`src/rtl/bodr_pkg.sv`:
```
// Package: shared constants and types for the block output decrement engine
`default_nettype none
package bodr_pkg;
    // Element size selects byte, word or longword variant
    typedef enum logic [1:0] {
        BODR_BYTE = 2'h0,
        BODR_WORD = 2'h1,
        BODR_LONG = 2'h2
    } bodr_size_t;

    localparam int          BODR_ADDR_W   = 32;
    localparam int          BODR_PORT_W   = 16;
    localparam int          BODR_CNT_W    = 16;
    localparam int          BODR_DATA_W   = 32;
    localparam int          BODR_FLAG_W   = 6;
    // Flag bit positions: carry, zero, sign, overflow, decimal, half carry
    localparam int          BODR_FLAG_C   = 0;
    localparam int          BODR_FLAG_Z   = 1;
    localparam int          BODR_FLAG_S   = 2;
    localparam int          BODR_FLAG_V   = 3;
    localparam int          BODR_FLAG_D   = 4;
    localparam int          BODR_FLAG_H   = 5;
    // Pointer steps per variant
    localparam logic [31:0] BODR_STEP_B   = 32'h0000_0001;
    localparam logic [31:0] BODR_STEP_W   = 32'h0000_0002;
    localparam logic [31:0] BODR_STEP_L   = 32'h0000_0004;
    // Reset values
    localparam logic [31:0] BODR_PTR_RST  = 32'h0000_0000;
    localparam logic [15:0] BODR_CNT_RST  = 16'h0000;
    localparam logic [15:0] BODR_PORT_RST = 16'h0000;
    localparam logic [5:0]  BODR_FLAG_RST = 6'h00;
endpackage
`default_nettype wire

```
`src/rtl/bodr_step_if.sv`:
```
// Interface: carries pointer and counter between engine and step unit
`default_nettype none
interface bodr_step_if;
    import bodr_pkg::*;
    logic [31:0] ptr;
    logic [15:0] count;
    bodr_size_t  size;
    logic        linear;
    logic [31:0] ptrNext;
    logic [15:0] countNext;
    logic        countZero;
    modport engine (output ptr, count, size, linear, input ptrNext, countNext, countZero);
    modport stepper (input ptr, count, size, linear, output ptrNext, countNext, countZero);
endinterface
`default_nettype wire

```
`src/rtl/bodr_engine.sv`:
```
// Engine: block output with decrement and repeat, memory to fixed I/O port
`default_nettype none
// What this block does
// - each pass reads memory at the source pointer, writes it to the port.
// - the port address is driven as sixteen bits on every output.
// - the pointer drops by one, two or four after each transfer.
// - the counter drops by one; repeat unless the new count is zero.
// - the port address register never changes during the run; only the next accepted start reloads it.
// - one to 65536 elements; a zero start count wraps to the maximum.
// - on completion set overflow, leave every other flag alone.
// - without system privilege raise the trap and do no transfer.
// - compact mode uses a word pointer, linear mode a full address.
// - addresses descend, wrapping at zero; final pointer one element below last.
module bodr_engine
    import bodr_pkg::*;
(
    input  wire logic        mclk,
    input  wire logic        rstn,
    input  wire logic        start,
    input  wire bodr_size_t  elemSize,
    input  wire logic        sysMode,
    input  wire logic        linearMode,
    input  wire logic [31:0] srcPtrIn,
    input  wire logic [15:0] portAddrIn,
    input  wire logic [15:0] countIn,
    input  wire logic [5:0]  flagsIn,
    output logic             memReq,
    output logic [31:0]      memAddr,
    output bodr_size_t       memSize,
    input  wire logic        memAck,
    input  wire logic [31:0] memData,
    output logic             ioReq,
    output logic [15:0]      ioPort,
    output logic [31:0]      ioData,
    output bodr_size_t       ioSize,
    input  wire logic        ioAck,
    output logic             busy,
    output logic             done,
    output logic             privTrap,
    output logic [31:0]      srcPtrOut,
    output logic [15:0]      countOut,
    output logic [15:0]      portAddrOut,
    output logic [5:0]       flagsOut
);
    // ==========================================================
    // Declarations
    typedef enum {ST_IDLE, ST_READ, ST_WRITE, ST_STEP} bodr_state_t;
    bodr_state_t state_reg;
    logic [31:0] ptr_reg;
    logic [15:0] cnt_reg;
    logic [15:0] port_reg;
    logic [31:0] data_reg;
    bodr_size_t  size_reg;
    logic        linear_reg;
    logic        done_reg;
    logic        trap_reg;
    logic [5:0]  flags_reg;
    logic        accept;
    bodr_step_if st ();

    // ==========================================================
    // Step unit
    assign st.ptr    = ptr_reg;
    assign st.count  = cnt_reg;
    assign st.size   = size_reg;
    assign st.linear = linear_reg;
    bodr_step u_step (.st(st.stepper));

    assign accept = (state_reg == ST_IDLE) && start && sysMode;

    // ==========================================================
    // Sequencer
    always_ff @(posedge mclk) begin
        if (!rstn) begin
            state_reg <= ST_IDLE;
        end else begin
            case (state_reg)
                ST_IDLE:  if (accept) state_reg <= ST_READ;
                ST_READ:  if (memAck) state_reg <= ST_WRITE;
                ST_WRITE: if (ioAck) state_reg <= ST_STEP;
                ST_STEP:  state_reg <= st.countZero ? ST_IDLE : ST_READ;
                default:  state_reg <= ST_IDLE;
            endcase
        end
    end

    // Operand capture; port address loaded once and held
    always_ff @(posedge mclk) begin
        if (!rstn) begin
            port_reg   <= BODR_PORT_RST;
            size_reg   <= BODR_WORD;
            linear_reg <= 1'b0;
        end else if (accept) begin
            port_reg   <= portAddrIn;
            size_reg   <= elemSize;
            linear_reg <= linearMode;
        end
    end

    // Pointer and counter update after each output
    always_ff @(posedge mclk) begin
        if (!rstn) begin
            ptr_reg <= BODR_PTR_RST;
            cnt_reg <= BODR_CNT_RST;
        end else if (accept) begin
            ptr_reg <= linearMode ? srcPtrIn : {16'h0000, srcPtrIn[15:0]};
            cnt_reg <= countIn;
        end else if (state_reg == ST_STEP) begin
            ptr_reg <= st.ptrNext;
            cnt_reg <= st.countNext;
        end
    end

    // Element captured from memory
    always_ff @(posedge mclk) begin
        if (!rstn) begin
            data_reg <= 32'h0000_0000;
        end else if (state_reg == ST_READ && memAck) begin
            data_reg <= memData;
        end
    end

    // Completion, trap and flags
    always_ff @(posedge mclk) begin
        if (!rstn) begin
            done_reg  <= 1'b0;
            trap_reg  <= 1'b0;
            flags_reg <= BODR_FLAG_RST;
        end else begin
            done_reg <= (state_reg == ST_STEP) && st.countZero;
            trap_reg <= (state_reg == ST_IDLE) && start && !sysMode;
            if (accept) begin
                flags_reg <= flagsIn;
            end else if (state_reg == ST_STEP && st.countZero) begin
                flags_reg[BODR_FLAG_V] <= 1'b1;
            end
        end
    end

    // ==========================================================
    // Outputs
    assign memReq      = (state_reg == ST_READ);
    assign memAddr     = ptr_reg;
    assign memSize     = size_reg;
    assign ioReq       = (state_reg == ST_WRITE);
    assign ioPort      = port_reg;
    assign ioData      = data_reg;
    assign ioSize      = size_reg;
    assign busy        = (state_reg != ST_IDLE);
    assign done        = done_reg;
    assign privTrap    = trap_reg;
    assign srcPtrOut   = ptr_reg;
    assign countOut    = cnt_reg;
    assign portAddrOut = port_reg;
    assign flagsOut    = flags_reg;

    // ==========================================================
    // Assertions
    AST_PORT_HELD: assert property (@(posedge mclk) disable iff (!rstn)
        busy && !accept |=> $stable(port_reg))
        else $error("port address changed during run");
    AST_PTR_STEP: assert property (@(posedge mclk) disable iff (!rstn)
        (state_reg == ST_STEP) && linear_reg |=> ptr_reg == $past(ptr_reg) -
        ((size_reg == BODR_BYTE) ? 32'h1 : (size_reg == BODR_LONG) ? 32'h4 : 32'h2))
        else $error("pointer step wrong");
    AST_CNT_STEP: assert property (@(posedge mclk) disable iff (!rstn)
        state_reg == ST_STEP |=> cnt_reg == $past(cnt_reg) - 16'h0001)
        else $error("counter step wrong");
    AST_DONE_ZERO: assert property (@(posedge mclk) disable iff (!rstn)
        done |-> cnt_reg == 16'h0000 && !busy)
        else $error("done with nonzero count");
    AST_V_SET: assert property (@(posedge mclk) disable iff (!rstn)
        done |-> flags_reg[BODR_FLAG_V] &&
        flags_reg[5:4] == $past(flags_reg[5:4]) && flags_reg[2:0] == $past(flags_reg[2:0]))
        else $error("flags wrong at completion");
    AST_TRAP_NO_IO: assert property (@(posedge mclk) disable iff (!rstn)
        (state_reg == ST_IDLE) && start && !sysMode |=> privTrap && !busy ##1 !ioReq)
        else $error("trap did not block transfer");
    AST_COMPACT: assert property (@(posedge mclk) disable iff (!rstn)
        busy && !linear_reg |-> memAddr[31:16] == 16'h0000)
        else $error("compact pointer exceeds a word");
    AST_IO_AFTER_READ: assert property (@(posedge mclk) disable iff (!rstn)
        memReq && memAck |=> ioReq && ioData == $past(memData))
        else $error("output not the element read");
    AST_SIZE_MATCH: assert property (@(posedge mclk) disable iff (!rstn)
        ioReq |-> ioSize == memSize)
        else $error("io width differs from element");
    AST_DESCEND: assert property (@(posedge mclk) disable iff (!rstn)
        (state_reg == ST_STEP) && !st.countZero && linear_reg |=> memAddr < $past(memAddr))
        else $error("addresses not descending");
    // Compact pointer steps inside its own sixteen bits
    AST_PTR_COMPACT: assert property (@(posedge mclk) disable iff (!rstn)
        (state_reg == ST_STEP) && !linear_reg |=> ptr_reg[15:0] == $past(ptr_reg[15:0]) -
        ((size_reg == BODR_BYTE) ? 16'h1 : (size_reg == BODR_LONG) ? 16'h4 : 16'h2))
        else $error("compact pointer step wrong");
    // Zero start count wraps instead of ending the run
    AST_ZERO_WRAP: assert property (@(posedge mclk) disable iff (!rstn)
        (state_reg == ST_STEP) && cnt_reg == 16'h0000 |=> state_reg == ST_READ &&
        cnt_reg == 16'hFFFF)
        else $error("zero count did not wrap");
    AST_SIZE_TAKEN: assert property (@(posedge mclk) disable iff (!rstn)
        accept |=> memSize == $past(elemSize) && ioSize == $past(elemSize))
        else $error("element size not taken");
    AST_FLAGS_LOAD: assert property (@(posedge mclk) disable iff (!rstn)
        accept |=> flags_reg == $past(flagsIn))
        else $error("flags not taken at start");
    AST_TRAP_KEEPS: assert property (@(posedge mclk) disable iff (!rstn)
        (state_reg == ST_IDLE) && start && !sysMode |=> $stable(flags_reg) &&
        $stable(ptr_reg) && $stable(cnt_reg) && $stable(port_reg))
        else $error("refused start changed state");
    // Requests hold until answered
    AST_MEM_HOLD: assert property (@(posedge mclk) disable iff (!rstn)
        memReq && !memAck |=> memReq && $stable(memAddr))
        else $error("memory request dropped early");
    AST_IO_HOLD: assert property (@(posedge mclk) disable iff (!rstn)
        ioReq && !ioAck |=> ioReq && $stable(ioData) && $stable(ioPort))
        else $error("output request dropped early");

    COV_DONE: cover property (@(posedge mclk) disable iff (!rstn) done);
    COV_TRAP: cover property (@(posedge mclk) disable iff (!rstn) privTrap);
    COV_MULTI: cover property (@(posedge mclk) disable iff (!rstn)
        (state_reg == ST_STEP) && !st.countZero);
    COV_LONG: cover property (@(posedge mclk) disable iff (!rstn)
        ioReq && ioAck && ioSize == BODR_LONG);
    COV_WRAP: cover property (@(posedge mclk) disable iff (!rstn)
        (state_reg == ST_STEP) && cnt_reg == 16'h0000);
endmodule
`default_nettype wire

```
`src/rtl/bodr_step.sv`:
```
// Step unit: next source pointer and next counter value for one pass
`default_nettype none
module bodr_step
    import bodr_pkg::*;
(
    bodr_step_if.stepper st
);
    logic [31:0] stepSize;
    logic [31:0] linNext;

    // Element size picks the decrement amount
    always_comb begin
        case (st.size)
            BODR_BYTE: stepSize = BODR_STEP_B;
            BODR_WORD: stepSize = BODR_STEP_W;
            BODR_LONG: stepSize = BODR_STEP_L;
            default:   stepSize = BODR_STEP_W;
        endcase
    end

    // Compact mode wraps inside one word register
    assign linNext      = st.ptr - stepSize;
    assign st.ptrNext   = st.linear ? linNext : {16'h0000, linNext[15:0]};
    // Zero test follows the decrement, so zero start means 65536 passes
    assign st.countNext = st.count - 16'h0001;
    assign st.countZero = (st.countNext == 16'h0000);
endmodule
`default_nettype wire

```
`config.mk`:
```
export PLATFORM = sky130hd
export DESIGN_NAME = bodr_engine
export DESIGN_NICKNAME = d
export VERILOG_FILES = /design/src/rtl/bodr_pkg.sv /design/src/rtl/bodr_step_if.sv /design/src/rtl/bodr_engine.sv /design/src/rtl/bodr_step.sv
export SDC_FILE = /design/constraint.sdc
export NUM_CORES = 1
export LEC_CHECK = 0
export ABC_AREA = 0
export BUFFER_PORTS_ARGS = -buffer_cell sky130_fd_sc_hd__buf_4
export CAP_MARGIN = 20
export CORE_ASPECT_RATIO = 0.7
export CORE_MARGIN = 1.5
export CORE_UTILIZATION = 46
export CTS_BUF_LIST = sky130_fd_sc_hd__clkbuf_16
export DETAILED_ROUTE_END_ITERATION = 8
export PLACE_DENSITY = 0.83
export RECOVER_POWER = 100
export SLEW_MARGIN = 5
export SYNTH_ARGS = -nofsm -noshare
export SYNTH_HDL_FRONTEND = slang
export SYNTH_SLANG_ARGS = --single-unit
```
`constraint.sdc`:
```
create_clock -name mclk -period 2.7 [get_ports mclk]
set_clock_uncertainty 0.1 [all_clocks]
set_input_delay 0.405 -clock mclk [delete_from_list [all_inputs] [get_ports mclk]]
set_output_delay 0.405 -clock mclk [all_outputs]
set_load 0.005 [all_outputs]
```
# Word-level counts from Yosys, hierarchy flattened
# Cells that the tools add are included.
# totals
ff_bits,139
out_inout_bits,159
input_bits,111
# classes
add_sub_neg,2
muxes,14
n_eq_ne,10
n_reduce_logical,14
# ops
cell,n
32-bit two-way mux,7
32-bit case mux with 4 select lines,1
32-bit by 2-bit == test with 1-bit output (second input constant),3
32-bit by 3-bit == test with 1-bit output (second input constant),2
32-bit zero test,2
32-bit by 1-bit == test with 1-bit output (second input constant),1
16-bit two-way mux,2
32-bit nonzero test,1
32-bit by 3-bit subtractor with 32-bit output,1
16-bit zero test,1
16-bit by 1-bit subtractor with 16-bit output (second input constant),1
2-bit != test (second input constant),3
3-bit case mux with 2 select lines,1
1-bit logical AND,5
2-bit nonzero test,2
1-bit two-way mux,3
3-bit AND reduction,1
2-bit == test (second input constant),1
2-bit zero test,1
1-bit zero test,1

# Logic depth before layout (Yosys ltp)
# Gate-level depths: netlist of run 1.
# depth
depth_word,6
ltp_mapped,9
ltp_nobuf,9

# By module
# Synthesis of run 1 repeated with hierarchy kept, for this count alone.
# unflattened
hier_cells,738
area_unflattened_um2,6207.2
# modules_own_cells
module,area_per_inst_um2,instances,cells_each
bodr_engine,5027.3,1,556
bodr_step,1179.9,1,182

# Least setup slack after synthesis of run 1
# No wires, ideal clock.
# synth_path
path_type,reg-to-reg
startpoint,register size_reg[1] (netlist: ioSize[1])
endpoint,register ptr_reg[6] (netlist: memAddr[6])
slack_ps,380
setup_ps,86
t_arrival_ps,2135
path_buffers,0
required_time_ps,2514
path_stages_with_launch,10
path_cell_list,dfxtp_1 nor2_1 ha_1 inv_1 fa_1 a21oi_1 nand2_1 or4_1 xor2_1 a211oi_1
# synth_via
elab_chain_cells,6
word_cells_on_any_way,7
classes_between,add/sub: 1; eq/ne: 1; mux: 4; reduce/logical: 1
# synth_rtl
item,line,text
"start, declared",bodr_engine.sv:53,bodr_size_t size_reg;
"start signal, assigned",bodr_engine.sv:95,size_reg <= elemSize;
2-bit == test or 2-bit zero test (tied branches),bodr_step.sv:13,case (st.size)
3-bit case mux with 2 select lines (*),bodr_step.sv:13,
32-bit by 3-bit subtractor with 32-bit output (*),bodr_step.sv:22,assign linNext = st.ptr - stepSize;
32-bit two-way mux (*),bodr_step.sv:23,"assign st.ptrNext = st.linear ? linNext : {16'h0000, linNext[15:0]};"
32-bit two-way mux (*),bodr_engine.sv:108,end else if (state_reg == ST_STEP) begin
32-bit two-way mux (*),bodr_engine.sv:105,end else if (accept) begin
"end signal, assigned",bodr_engine.sv:106,"ptr_reg <= linearMode ? srcPtrIn : {16'h0000, srcPtrIn[15:0]};"
"end signal, assigned",bodr_engine.sv:109,ptr_reg <= st.ptrNext;
"end, declared",bodr_engine.sv:49,logic [31:0] ptr_reg;
# Mark *: on every way between the ends. The rest lies on a longest branch, timed or not. The select of a mux whose other input is x is not followed.
# A chain may end at the register's enable or synchronous reset.

# Final worst setup path of run 1
# layout_path
startpoint,register size_reg[1] (netlist: ioSize[1])
endpoint,register ptr_reg[24] (netlist: memAddr[24])
# Same word-level chain as after synthesis.

==> results.cfg, run 1 <==
[clock_tree]
clkSinkCount = 109
cts_tree = built
clk_pin_slew_worst_paths_ns = 0.07
cts_buffers = 9
root_buffer = clkbuf_16
clk_path_buf_depth = 2
htreeDepth = 3
clock_latency_ns = 0.35

[floorplan]
die_x_um = 133
fp.dieArea_sq_mm = 0.0125
initial_utilization_pct = 48.3
core_area_sq_mm = 0.0113
rows = 32
die_y_um = 94.0
ios = 270

[routing]
met2_length_um = 7650
drt_pre_antenna_iters = 5
antenna_left = 0
drt-met1-wl_um = 6960
viasPerCell = 5.30
highest-signal-layer = met4
drc_errors = 0
drt_iter0_drc = 322
met3RoutedLength_um = 1640
routedWlPerCell_um = 15.8
wirelength_um = 16400
vias = 5519

[sta]
finalHoldViolCount = 0
max_clock_freq_ghz = 0.387
worst_pin_slew_ns = 1.33
maxSlewViolCount = 0
min_period_over_period_pct = 95.8
period_minus_slack_ns = 2.59
relSlewSlack_pct = 11.6
tns_ns = 0
final-setup-viol-count = 0
rsz0062_at_grt = no

[power_and_ir_drop]
p_leak_nw = 3.03
finalPower_w = 0.00533
peakVddDrop_v = 0.000461
powerDensity_mw_per_mm2 = 716

[logic_synthesis]
async_flop_share_pct = 0
synth.avg_cell_area_sq_um = 8.01
yosys_warnings = 0
ys_seq_area_share_pct = 40.1
netlist_instances = 679
synth_top_area_share_pct = 40.1
synth_seq_cells = 109
synthFlopType = dfxtp_1
syn_nets = 800
synth_area_leaders = dfxtp_1 (40%), nand2_1 (9.0%), buf_4 (6.9%)
yosysTopAreaCell = dfxtp_1
synth_area_sq_mm = 0.00544
synth_edf_count = 0
ys_types = 56

[outcome]
status = finished clean

[critical_path]
cp_slowest_cell = fa_1
crit_fanout = 7
end_kind = register
cp.required_ns = 2.82
critical_path_class = reg2reg
cpPeakStageDelay_ns = 0.41
cp.depth = 10
critPathArrivalTime_ns = 2.71
cp-start-kind = register
r2r_cells = 10
path_buf_inv = 2
crit_chain = nor2_1 > ha_1 > inv_1 > fa_1 > a21oi_1 > nand3b_1 > buf_4 > nor3_1 > mux2i_1 > o22ai_1
crit_family = adder cells

[global_route]
grt_pass1_wl_um = 25600
track_usage_pct = 25.7
grt.overflow.total = 0
grt_max_degree = 99
antenna_found_initial = 0
grt_pass1_vias = 4966

[place]
gp_congestion = 0.845
place_area_sq_mm = 0.00725
dp.final_hpwl_um = 12100
port_buffers = 269

[cells_and_area]
drive_gt1_share_pct = 31.2
design_area_sq_mm = 0.00745
fillers = 991
nets = 1004
antenna_cells = 0
fin_util_pct = 66.2
synthToLayoutAreaGrowth_pct = 37.0

[min_path]
hp-class = in2reg
whs_path_depth = 2

[flow_run]
cap_violations = 0
[worst register-to-register path: stages, from the launching register on]
cell,delay (ns)
dfxtp_1,0.35
nor2_1,0.11
ha_1,0.17
inv_1,0.05
fa_1,0.41
a21oi_1,0.33
nand3b_1,0.14
buf_4,0.19
nor3_1,0.27
mux2i_1,0.25
o22ai_1,0.10
[worst paths after layout]
check / start / endpoint / slack [ns]
worst max register to register: ioSize[1] / memAddr[24] / 0.11
worst min register to register: ioData[20] / ioData[20] / 0.35
worst max-delay path: ioSize[1] / memAddr[24] / 0.11
worst min-delay path: sysMode / privTrap / 0.16
[repair_timing]
item                                    CTS  global route
hold buffers                              0             0
endpoints found under the setup margin    0             5
buffers inserted                          0             1
gates resized for setup                   0             2
[metal layers]
layer	vias up	GRT usage [%]
met4	0	5.13
li1	2738	-
met1	2537	33.1
met5	-	0
met3	14	8.90
met2	230	41.9
[cells in the final DEF, fill, tap and decap left out, drive strengths merged, types with 10 or more instances in the layout]
| cell type | count |
|---|---|
| inv | 14 |
| a211oi | 23 |
| a31oi | 10 |
| buf | 122 |
| nand2 | 131 |
| clkbuf | 172 |
| a21oi | 66 |
| dfxtp | 109 |
| xor2 | 19 |
| or3 | 18 |
| nor3 | 16 |
| xnor2 | 12 |
| o21ai | 13 |
| nor2 | 45 |
| nand3 | 12 |
[report_power, final]
group	internal [W]	leakage (nW)	switching [W]
clock	0.000735	0.149	0.000631
sequential	0.00182	0.889	0.000250
combinational	0.000885	1.99	0.00101
[stage by stage]
step	cells	setup WS [ns]	hold slack [ns]
2_1_floorplan	679	0.380	0.353
3_3_place_gp	1023	0.158	0.342
6_report	1041	0.114	0.157
4_1_cts	1039	0.0527	0.145
5_1_grt	1041	0.0207	0.141
3_5_place_dp	1023	0.0650	0.347
[cell usage after synthesis, drive strengths merged, types with 3 or more instances]
cell type	number
o22ai	5
mux2i	5
a21oi	66
a31oi	10
nand4b	4
a32oi	3
nand4	6
and2	6
buf	54
nand2	131
xnor2	12
nor2	45
nor4	8
a22oi	9
inv	11
nand3	12
o21ai	13
clkbuf	38
o211ai	8
nor3	16
or3	18
xor2	19
nor4b	4
a211oi	23
or4	9
dfxtp	109
ha	9
[final cells by class]
type | count | area [sq um] | area share (%)
clock buffer | 9 | 225 | 3.02
clock inverter | 7 | 80.1 | 1.07
inverter | 11 | 42.5 | 0.571
multi-input combinational | 467 | 2710 | 36.3
sequential | 109 | 2180 | 29.3
tap | 153 | 191 | 2.57
timing repair buffer | 285 | 2030 | 27.2
[logic make-up after synthesis]
family	count (synthesis)	share of synthesized area (%)
mux	5	0.920
flops	109	40.1
compound gates	151	17.2
fa+ha+maj	10	2.44
xor+xnor	31	4.99
simple gates	270	23.7
buf+inv	103	10.6
No activity file was read; power rests on OpenSTA's default activity.
==> run 2, diff against run 1 <==
--- a/config.mk
+++ b/config.mk
@@ -9,7 +9,6 @@
 export BUFFER_PORTS_ARGS = -buffer_cell sky130_fd_sc_hd__buf_4
 export CAP_MARGIN = 20
 export CORE_ASPECT_RATIO = 0.7
-export CORE_MARGIN = 1.5
 export CORE_UTILIZATION = 46
 export CTS_BUF_LIST = sky130_fd_sc_hd__clkbuf_16
 export DETAILED_ROUTE_END_ITERATION = 8
==> run 2 against run 1 <==
  * Via count increased by 0.51%
  * Hold slack worse by 0.0026 ns
  * Cell area is 0.13% higher
  * Critical path depth increased by 1
  * Total power increased by 2.0%
  * Sequential share of layout area about the same
  * Sequential cell count unchanged
  * Register-to-register slack improved by 0.11 ns
  * Global-route usage rose by 0.45 points
==> results.cfg, run 2 (synthesized netlist as in run 1, its figures left out) <==
[cells_and_area]
final_cell_mix = nand2_1 (131), clkbuf_4 (129), buf_4 (120)
nets = 1004
synthToLayoutAreaGrowth_pct = 37.2
multiInputGateArea_sq_mm = 0.00270
fillers = 985
final_common_cell = nand2_1
antenna_cells = 0
design_area_sq_mm = 0.00746
register_area_sq_mm = 0.00218
drive_gt1_share_pct = 31.4

[power_and_ir_drop]
p_switching_w = 0.00191
internal-power_w = 0.00353
combPwrFrac_pct = 35.0
clockPowerShare_pct = 26.9
powerDensity_mw_per_mm2 = 729
p_seq_share_pct = 38.1
p_leak_nw = 3.04
switching_share_pct = 35.1
finalPower_w = 0.00544
peakVddDrop_v = 0.000494

[sta]
min_period_over_period_pct = 91.7
worst_pin_slew_ns = 1.05
rsz0062_at_grt = no
tns_ns = 0
worst_hold_slack_ns = 0.155
final-setup-viol-count = 0
max_clock_freq_ghz = 0.404
period_minus_slack_ns = 2.48
relSlewSlack_pct = 29.8
maxSlewViolCount = 0
finalHoldViolCount = 0

[routing]
drt_pre_antenna_iters = 5
drc_errors = 0
wirelength_um = 16400
antenna_left = 0
drt_iter0_drc = 333
routedWlPerCell_um = 15.8
vias = 5547
viasPerCell = 5.33

[clock_tree]
clk_path_buf_depth = 2
cts_buffers = 9
clk_pin_slew_worst_paths_ns = 0.08
clock_latency_ns = 0.35
cts_hold_buf = 0
clkSinkCount = 109
htreeDepth = 3
root_buffer = clkbuf_16
cts_tree = built

[critical_path]
crit_fanout = 7
critical_path_class = reg2reg
end_kind = register
critPathArrivalTime_ns = 2.60
cp.required_ns = 2.82
cp-start-kind = register

[global_route]
antenna_found_initial = 0
grt_pass1_wl_um = 25800
grt_pass1_vias = 5031
grt_max_degree = 99
track_usage_pct = 26.1
grt.overflow.total = 0

[place]
port_buffers = 269
dp.final_hpwl_um = 12000
place_area_sq_mm = 0.00725
gp_congestion = 0.844

[floorplan]
initial_utilization_pct = 48.3
fp.dieArea_sq_mm = 0.0123
ios = 270
rows = 32
die_x_um = 132
core_area_sq_mm = 0.0113
die_y_um = 93.0

[flow_run]
cap_violations = 0

[outcome]
status = finished clean

[min_path]
hp-class = in2reg
run 2: critical path: stages (launching register included):
cell	delay [ns]
dfxtp_1	0.35
nor2_1	0.11
ha_1	0.17
inv_1	0.05
fa_1	0.40
a21oi_1	0.15
buf_4	0.15
nand3b_1	0.08
clkbuf_2	0.19
nor3_1	0.29
mux2i_1	0.22
o22ai_1	0.09
run 2: path summary, 6_finish.rpt:
| kind | from | endpoint | slack (ns) | cells past startpoint |
|---|---|---|---|---|
| worst max-delay path | ioSize[1] | memAddr[26] | 0.22 | 11 |
| worst min-delay path | sysMode | privTrap | 0.15 | 2 |
| worst max register to register | ioSize[1] | memAddr[26] | 0.22 | 11 |
| worst min register to register | ioData[26] | ioData[26] | 0.35 | 2 |
run 2: per-stage QoR:
step                util [%]  std cells  setup WS [ns]
floorplan                  -        679          0.380
global placement        64.5       1024          0.289
detailed placement      64.5       1024          0.214
CTS                     67.4       1040          0.182
global route            66.3       1041         0.0277
finish                  66.3       1041          0.224
run 2: power by group through the flow:
stage                     registers, W  logic [W]  clock network, W
final                          0.00207    0.00190           0.00146
after global routing           0.00211    0.00210           0.00154
after CTS                      0.00208    0.00197           0.00148
after detailed placement       0.00211    0.00195                 0
after global placement         0.00210    0.00194                 0
after floorplan                0.00207    0.00116                 0
run 2: metal layers:
| metal | global-route usage (%) | up-vias | share of wire, % |
|---|---|---|---|
| met3 | 8.10 | 19 | 8.3 |
| met1 | 33.3 | 2557 | 44 |
| li1 | - | 2736 | - |
| met5 | 0 | - | 0 |
| met4 | 6.40 | 0 | 1.1 |
| met2 | 43.0 | 235 | 47 |
run 2: area by class of cell:
type,instances,area share [%]
inverters,11,0.553
clock buffers,9,3.02
flip-flops and latches,109,29.2
multi-input cells,467,36.2
clock inverters,7,1.37
well taps,153,2.57
repair buffers,285,27.1
run 2: what timing repair did:
action / 4_1_cts / 5_1_grt
gates resized for setup: 0 / 1
buffers inserted: 0 / 1
endpoints found under the setup margin: 0 / 5
